--- config.mk ---
export PLATFORM = sky130hd
export DESIGN_NAME = swc_sleep_wakeup
export DESIGN_NICKNAME = d
export VERILOG_FILES = /design/src/design/swc_pkg.sv /design/src/design/swc_pin_change.sv /design/src/design/swc_sleep_wakeup.sv
export SDC_FILE = /design/constraint.sdc
export NUM_CORES = 1
export LEC_CHECK = 0
export ABC_CLOCK_PERIOD_IN_PS = 2070
export BUFFER_PORTS_ARGS = -buffer_cell sky130_fd_sc_hd__buf_2
export CAP_MARGIN = 0
export CORE_UTILIZATION = 30
export CTS_CLUSTER_DIAMETER = 60
export CTS_CLUSTER_SIZE = 8
export DETAILED_ROUTE_END_ITERATION = 6
export SETUP_SLACK_MARGIN = 0.2
export SLEW_MARGIN = 20
export SYNTH_ARGS = -nofsm -noshare
export SYNTH_HDL_FRONTEND = slang
export SYNTH_SLANG_ARGS = --single-unit
--- constraint.sdc ---
create_clock -name clock -period 2.07 [get_ports clock]
set_input_delay 0.5175 -clock clock [delete_from_list [all_inputs] [get_ports clock]]
set_output_delay 0.5175 -clock clock [all_outputs]
set_load 0.005 [all_outputs]
--- src/design/swc_pkg.sv ---
package swc_pkg;
    // ============================================================
    // status flag positions in the core's status byte
    localparam int          TIMEOUT_BIT   = 4;
    localparam int          POWERDOWN_BIT = 3;
    // ============================================================
    // timing, clock 25 MHz
    localparam int          CLK_HZ        = 25000000;
    localparam int          WDT_PERIOD_US = 18000;
    localparam int          WDT_CYCLES    = (CLK_HZ / 1000000) * WDT_PERIOD_US;
    localparam int          DRT_POR_US    = 18000;
    localparam int          DRT_POR_CYC   = (CLK_HZ / 1000000) * DRT_POR_US;
    localparam int          DRT_SUB_US    = 300;
    localparam int          DRT_SUB_CYC   = (CLK_HZ / 1000000) * DRT_SUB_US;
    localparam int          CNT_W         = 24;
    localparam int          PRE_W         = 7;
    localparam logic [CNT_W-1:0] CNT_ZERO = 24'h000000;
    // ============================================================
    // sequencer states
    typedef enum logic [1:0] {
        SWC_HOLD  = 2'b00,
        SWC_RUN   = 2'b01,
        SWC_SLEEP = 2'b10
    } swc_state_t;
endpackage

--- src/design/swc_pin_change.sv ---
`timescale 1ns/10ps
// ============================================================
// pin change detector: compares live pins with last port read
module swc_pin_change import swc_pkg::*; #(
    parameter int WIDTH = 3
) (
    input  wire logic             clock,
    input  wire logic             rst_n,
    input  wire logic [WIDTH-1:0] pinLevel,
    input  wire logic             portAccess,
    output logic                  mismatch
);
    logic [WIDTH-1:0] refLevel_ff;

    // reference captured on each file or bit operation on the port
    always_ff @(posedge clock or negedge rst_n) begin
        if (!rst_n) begin
            refLevel_ff <= '0;
        end else if (portAccess) begin
            refLevel_ff <= pinLevel;
        end
    end

    // combinational so a stale mismatch wakes at once
    assign mismatch = |(pinLevel ^ refLevel_ff); // RULE15
endmodule // swc_pin_change

--- src/design/swc_sleep_wakeup.sv ---
`timescale 1ns/10ps
// Contract
// RULE1: sleep entered only by sleep instruction
// RULE2: sleep clears watchdog, keeps it counting
// RULE3: sleep sets active-low time-out flag
// RULE4: sleep clears active-low power-down flag
// RULE5: sleep stops main oscillator driver
// RULE6: pins hold their drive state in sleep
// RULE7: watchdog reset never pulls master-clear pin
// RULE8: master-clear wakes when pin is master-clear
// RULE9: watchdog wake only when watchdog enabled
// RULE10: pin 0, 1, 3 change wakes if enabled
// RULE11: every wake causes full device reset
// RULE12: watchdog time-out clears time-out flag
// RULE13: power-up sets power-down flag
// RULE14: pin-wake flag set on change in sleep
// RULE15: compare pins against last port read
// RULE16: software reads port before sleeping
// RULE17: watchdog cleared on every wake
// RULE18: flags encode the reset cause
// RULE19: flags hold; bare master-clear changes nothing
// RULE20: watchdog time-out starts startup hold timer
// RULE21: sleep clears prescaler assigned to watchdog
// RULE22: wake path works without processor clock
module swc_sleep_wakeup import swc_pkg::*; #(
    parameter int WDT_CYC     = WDT_CYCLES,
    parameter int DRT_POR     = DRT_POR_CYC,
    parameter int DRT_SUB     = DRT_SUB_CYC,
    parameter bit SHORT_DRT   = 1'b1
) (
    input  wire logic       clock,
    input  wire logic       rst_n,
    input  wire logic       sleepExec,
    input  wire logic       clearWdtExec,
    input  wire logic       watchdogEnable,
    input  wire logic       masterClearEnable,
    input  wire logic       wakeOnChangeEnable,
    input  wire logic       prescalerToWdt,
    input  wire logic [2:0] prescaleSel,
    input  wire logic       masterClearPin_n,
    input  wire logic       port_pin_0,
    input  wire logic       port_pin_1,
    input  wire logic       port_pin_3,
    input  wire logic       portAccess,
    input  wire logic [5:0] pinOutCore,
    input  wire logic [5:0] pinOeCore_n,
    output logic [5:0]      pinOut,
    output logic [5:0]      pinOe_n,
    output logic            masterClearOut,
    output logic            masterClearOe_n,
    output logic            coreClockEnable,
    output logic            coreReset,
    output logic            timeout_flag_n,
    output logic            powerdown_flag_n,
    output logic            pin_wake_flag,
    output logic            sleeping,
    output logic [CNT_W-1:0] watchdog_counter
);
    // ============================================================
    // state
    swc_state_t      state_ff;
    swc_state_t      nxt_state;
    logic [CNT_W-1:0] drt_ff;
    logic [PRE_W-1:0] pre_ff;
    logic [5:0]      heldOut_ff;
    logic [5:0]      heldOe_ff;
    logic            toFlag_ff;
    logic            pdFlag_ff;
    logic            pwFlag_ff;
    logic            pinMismatch;
    logic            preTick;
    logic            wdtTimeout;
    logic            mclrWake;
    logic            pinWake;
    logic            anyReset;
    logic [PRE_W-1:0] preMask;

    // ============================================================
    // pin change detect, pins 0,1,3 (pin 3 only when general input)
    swc_pin_change #(.WIDTH(3)) u_pin_change (
        .clock      (clock),
        .rst_n      (rst_n),
        .pinLevel   ({port_pin_3 & ~masterClearEnable, port_pin_1, port_pin_0}),
        .portAccess (portAccess),
        .mismatch   (pinMismatch)
    );

    // ============================================================
    // wake and reset sources; no core clock used on this path
    assign mclrWake = masterClearEnable && !masterClearPin_n; // RULE8
    assign pinWake  = (state_ff == SWC_SLEEP) && wakeOnChangeEnable
                      && pinMismatch; // RULE10 RULE22
    assign anyReset = mclrWake || wdtTimeout
                      || pinWake; // RULE11

    // ============================================================
    // watchdog prescaler: 2^sel divide when assigned to watchdog
    assign preMask = prescalerToWdt ? PRE_W'((8'h01 << prescaleSel) - 8'h01) : '0;
    assign preTick = ((pre_ff & preMask) == preMask);

    always_ff @(posedge clock or negedge rst_n) begin
        if (!rst_n) begin
            pre_ff <= '0;
        end else if (sleepExec || clearWdtExec || anyReset) begin
            pre_ff <= '0; // RULE21
        end else if (watchdogEnable) begin
            pre_ff <= pre_ff + PRE_W'(1);
        end
    end

    // watchdog counts during sleep too; own timing, not core clock
    always_ff @(posedge clock or negedge rst_n) begin
        if (!rst_n) begin
            watchdog_counter <= CNT_ZERO;
        end else if (!watchdogEnable) begin
            watchdog_counter <= CNT_ZERO;
        end else if ((state_ff == SWC_RUN && sleepExec) || clearWdtExec) begin
            watchdog_counter <= CNT_ZERO; // RULE2
        end else if (state_ff == SWC_SLEEP && (mclrWake || pinWake)) begin
            watchdog_counter <= CNT_ZERO; // RULE17
        end else if (wdtTimeout) begin
            watchdog_counter <= CNT_ZERO; // RULE17
        end else if (preTick) begin
            watchdog_counter <= watchdog_counter + CNT_W'(1);
        end
    end

    assign wdtTimeout = watchdogEnable
                        && (watchdog_counter == CNT_W'(WDT_CYC - 1))
                        && preTick; // RULE9

    // ============================================================
    // sequencer: hold (startup timer), run, sleep
    always_comb begin
        nxt_state = state_ff;
        case (state_ff)
            SWC_HOLD: begin
                if (drt_ff == CNT_ZERO && !mclrWake) begin
                    nxt_state = SWC_RUN;
                end
            end
            SWC_RUN: begin
                if (anyReset) begin
                    nxt_state = SWC_HOLD;
                end else if (sleepExec) begin
                    nxt_state = SWC_SLEEP; // RULE1
                end
            end
            SWC_SLEEP: begin
                if (anyReset) begin
                    nxt_state = SWC_HOLD; // RULE11
                end
            end
            default: begin
                nxt_state = SWC_HOLD;
            end
        endcase
    end

    always_ff @(posedge clock or negedge rst_n) begin
        if (!rst_n) begin
            state_ff <= SWC_HOLD;
        end else begin
            state_ff <= nxt_state;
        end
    end

    // startup hold timer: long after power-up, reloaded on resets
    always_ff @(posedge clock or negedge rst_n) begin
        if (!rst_n) begin
            drt_ff <= CNT_W'(DRT_POR);
        end else if (wdtTimeout) begin
            drt_ff <= SHORT_DRT ? CNT_W'(DRT_SUB) : CNT_W'(DRT_POR); // RULE20
        end else if (anyReset && state_ff != SWC_HOLD) begin
            drt_ff <= SHORT_DRT ? CNT_W'(DRT_SUB) : CNT_W'(DRT_POR);
        end else if (state_ff == SWC_HOLD && drt_ff != CNT_ZERO && !mclrWake) begin
            drt_ff <= drt_ff - CNT_W'(1);
        end
    end

    // ============================================================
    // cause flags; only reset events, sleep and clear-watchdog change them
    always_ff @(posedge clock or negedge rst_n) begin
        if (!rst_n) begin
            toFlag_ff <= 1'b1;
            pdFlag_ff <= 1'b1; // RULE13
        end else if (wdtTimeout) begin
            toFlag_ff <= 1'b0; // RULE12 RULE18
        end else if (state_ff == SWC_RUN && sleepExec && !anyReset) begin
            toFlag_ff <= 1'b1; // RULE3
            pdFlag_ff <= 1'b0; // RULE4
        end else if (state_ff == SWC_SLEEP && (mclrWake || pinWake)) begin
            toFlag_ff <= 1'b1; // RULE18
        end else if (clearWdtExec && state_ff == SWC_RUN) begin
            toFlag_ff <= 1'b1;
            pdFlag_ff <= 1'b1;
        end
    end

    // pin-wake flag: set on wake by change, cleared by other wake causes;
    // a bare master-clear while running leaves it alone
    always_ff @(posedge clock or negedge rst_n) begin
        if (!rst_n) begin
            pwFlag_ff <= 1'b0;
        end else if (pinWake && !mclrWake && !wdtTimeout) begin
            pwFlag_ff <= 1'b1; // RULE14
        end else if (wdtTimeout || (state_ff == SWC_SLEEP && mclrWake)) begin
            pwFlag_ff <= 1'b0; // RULE18 RULE19
        end
    end

    assign timeout_flag_n   = toFlag_ff;
    assign powerdown_flag_n = pdFlag_ff;
    assign pin_wake_flag    = pwFlag_ff;

    // ============================================================
    // pin hold: snapshot drive state when sleep is taken
    always_ff @(posedge clock or negedge rst_n) begin
        if (!rst_n) begin
            heldOut_ff <= '0;
            heldOe_ff  <= 6'h3F;
        end else if (state_ff != SWC_SLEEP) begin
            heldOut_ff <= pinOutCore;
            heldOe_ff  <= pinOeCore_n;
        end
    end

    // in sleep the snapshot drives; core outputs are ignored
    assign pinOut  = (state_ff == SWC_SLEEP) ? heldOut_ff : pinOutCore; // RULE6
    assign pinOe_n = (state_ff == SWC_SLEEP) ? heldOe_ff : pinOeCore_n; // RULE6

    // ============================================================
    // core controls
    assign coreClockEnable = (state_ff == SWC_RUN); // RULE5
    assign coreReset       = (state_ff == SWC_HOLD) || mclrWake; // RULE11
    assign sleeping        = (state_ff == SWC_SLEEP);
    // watchdog reset stays inside: master-clear pin never driven
    assign masterClearOut  = 1'b1;
    assign masterClearOe_n = 1'b1; // RULE7
endmodule // swc_sleep_wakeup

==> impl_metrics.py <==
metrics = {
    "routing": {
        "drtIter0Drc": 243,
        "drt-total-wl_um": 11600,
        "dr_total_vias": 3865,
        "drc": 0,
        "drt_pre_antenna_iters": 6,
        "drtAntennaViolNets": 0,
        "routedWlPerCell_um": 15.1,
        "routed_via_density": 5.02,
    },
    "critical_path": {
        "end_kind": "register",
        "path_buf_inv": 2,
        "crit_slowest_cell": "or4_4",
        "cp_max_fo": 5,
        "critPathKind": "register to register",
        "cp-start-kind": "register",
        "cp_data_arrival_time_ns": 2.22,
        "path_cells": "or4_4 > nor3_2 > and4_4 > buf_4 > buf_6 > a21oi_1 > o21ai_0 > a21oi_2",
        "cp.required_ns": 2.28,
        "crit_family": "simple AND/OR/NAND/NOR gates",
        "cpPeakStageDelay_ns": 0.54,
    },
    "synth": {
        "avgSynthCellArea_um2": 9.27,
        "synth_seq_area_share_pct": 47.7,
        "synth_edf_count": 0,
        "synth_seq_cells": 75,
        "synth_area_leader_cell": "dfrtp_1",
        "synth_warnings": 0,
        "ys_top_cells_by_area": "dfrtp_1, dfstp_2, nand2_1, xnor2_1, nor2_1",
        "yosysUniqueCellTypes": 57,
        "synthArstFlopShare_pct": 100,
        "ys.flop_type": "dfrtp_1",
        "synth.cell_area_um2": 3990,
        "syn_inst": 430,
        "synth.top_cell.area_share_pct": 35.2,
    },
    "power_and_ir_drop": {
        "cellPowerDensity_nw_per_um2": 716,
        "p_seq_share_pct": 41.5,
        "p_sw_share_pct": 27.4,
        "p_comb_share_pct": 21.2,
        "finalPower_mw": 4.53,
        "ir_drop_mv": 0.429,
        "leakage_nw": 2.73,
        "internal-power_mw": 3.29,
        "p_clk_share_pct": 37.3,
        "switchingPower_mw": 1.24,
    },
    "sta": {
        "setup_viol": 0,
        "skew_ns": 0.00864,
        "fin_setup_tns_ns": 0,
        "slew_violations": 0,
        "fmaxAchievable_mhz": 498,
        "rsz0062_at_grt": "true",
        "fin_crit_sh_pct": 97.1,
        "hold_viol": 0,
        "fin_crit_ns": 2.01,
    },
    "clock_network": {
        "clkLatencyLatePin_ns": 0.34,
        "cts_sinks": 75,
        "clk_path_buf_depth": 2,
        "cts_root_buffer": "clkbuf_16",
        "path_clk_slew_ns": 0.06,
        "cts_buffers": 9,
        "cts_tree": "built",
        "h-tree-depth": 3,
    },
    "status": {
        "run_status": "finished, final reports clean",
    },
    "global_routing": {
        "overflow": 0,
        "grt_start_max_net_pins": 76,
        "grt_antenna_before_repair": 0,
        "grt_usage_pct": 16.8,
        "grt_pass1_vias": 3767,
        "grt_pass1_wl_um": 17800,
    },
    "die": {
        "fp.coreArea_um2": 12800,
        "row_count": 41,
        "die_h_um": 117,
        "initial_core_util_pct": 31.2,
        "dieArea_um2": 13700,
        "pin_count": 72,
        "die_x_um": 117,
    },
    "place": {
        "gp_congestion": 0.824,
        "port_buffers": 69,
        "hpwl_um": 7340,
    },
    "layout": {
        "fillers": 1091,
        "antennaDiodeCount": 0,
        "layout-drive-gt1-share_pct": 53.7,
        "syn2layout_area_growth_pct": 58.6,
        "nets": 624,
    },
    "job": {
        "cap_violations": 0,
    },
    "hold_path": {
        "min_path_type": "input pin to async pin",
    },
}
## stage by stage
stage	cell area [um2]	hold slack, ns	util (%)	setup WS, ns	instances
5_1_grt	6320	0.251	49.5	-0.0347	770
3_3_place_gp	4890	0.444	38.3	-0.0579	704
6_report	6320	0.204	49.5	0.0603	770
4_1_cts	5800	0.230	45.4	0.0449	754
2_1_floorplan	4030	0.222	-	0.132	431
3_5_place_dp	4890	0.456	38.3	-0.0800	704
## cell usage in the layout, fill, tap and decap left out, types with 12 or more instances in the layout
master   synthesis  routed
nand2_2          1      14
o31ai_1         12      12
buf_2            7      60
xnor2_1         26      26
nand2_4          0      16
dfrtp_1         56      51
buf_6            0      35
nand2_1         75      45
a21oi_2          0      23
nor2_1          41      34
buf_4            5      70
dfstp_2         19      19
## final timing paths
path	from	to	slack, ns	depth (start not counted)
hold / removal	rst_n	watchdog_counter[15]	0.20	2
setup reg to reg	watchdog_counter[20]	watchdog_counter[8]	0.06	8
max in group asynchronous	rst_n	drt_ff[6]	1.50	2
min in group clock	pinOutCore[0]	heldOut_ff[0]	0.42	3
hold reg to reg	heldOut_ff[2]	heldOut_ff[2]	0.52	2
setup / recovery	watchdog_counter[20]	watchdog_counter[8]	0.06	8
## routing by layer
| layer | GRT usage (%) | vias to the layer above | share of wire (%) |
|---|---|---|---|
| li1 | - | 1850 | - |
| met1 | 19.7 | 1900 | 42 |
| met2 | 29.4 | 91 | 52 |
| met3 | 2.94 | 24 | 3.9 |
| met4 | 9.03 | 0 | 2.5 |
| met5 | 0 | - | 0 |
## power by group through the flow
stage          sequential [mW]  clock [mW]  combinational [mW]
3_3_place_gp              1.88           0               0.736
5_1_grt                   1.91        1.77                1.06
2_1_floorplan             1.86           0               0.489
6_report                  1.88        1.69               0.959
3_5_place_dp              1.89           0               0.772
4_1_cts                   1.87        1.71               0.890
## timing repair
| item | 4_1_cts | 5_1_grt |
|---|---|---|
| cloned | 4 | 0 |
| hold buffers | 0 | 0 |
| endpoints found under the hold margin | 0 | 0 |
| setup buffers | 30 | 16 |
| gates resized for setup | 83 | 94 |
| setup endpoints to repair | 70 | 71 |
| pin swaps | 36 | 46 |
## synthesized netlist by cell type (all sizes together), types with 2 or more instances
master	number
a211oi	2
a21oi	27
and2	2
and3	5
buf	13
clkbuf	7
dfrtp	56
dfstp	19
ha	3
inv	9
mux2	3
nand2	76
nand2b	5
nand3	9
nand4	9
nor2	41
nor2b	6
nor3	21
nor4	7
nor4b	6
o21ai	13
o31ai	12
o41ai	3
or2	2
or3	11
or4	16
or4b	2
xnor2	26
xor2	5
## final cells by class
cell class	instances	area [um2]	share of cell area, %
Multi-Input combinational cell	327	2490	39.4
Clock buffer	14	254	4.02
Sequential cell	75	1910	30.2
Inverter	9	41.3	0.653
Timing Repair Buffer	171	1350	21.4
Clock inverter	2	60.1	0.950
Tap cell	172	215	3.40
## flip-flops by register name (all words and copies together), names as in the netlist
signal and count:
watchdog_counter 24, timeout_flag_n 1, u_pin_change.refLevel_ff 3, heldOe_ff 6, drt_ff 24, pre_ff 7, heldOut_ff 6, pin_wake_flag 1
powerdown_flag_n 1, state_ff 2
## cells by family (layout without fill, tap and decap cells)
kind of cell	Yosys count	in the layout	synth area share (%)
and+or+nand+nor	221	221	28.7
DFF	75	75	47.7
AOI/OAI and AO/OA	66	66	11.2
xor gates and xnor gates	31	31	6.81
buffers and inverters	29	196	3.45
muxes	4	4	1.10
adders and majority gates	3	3	0.942
other	1	2	0.0941
Power figures use the tool's default switching activity.
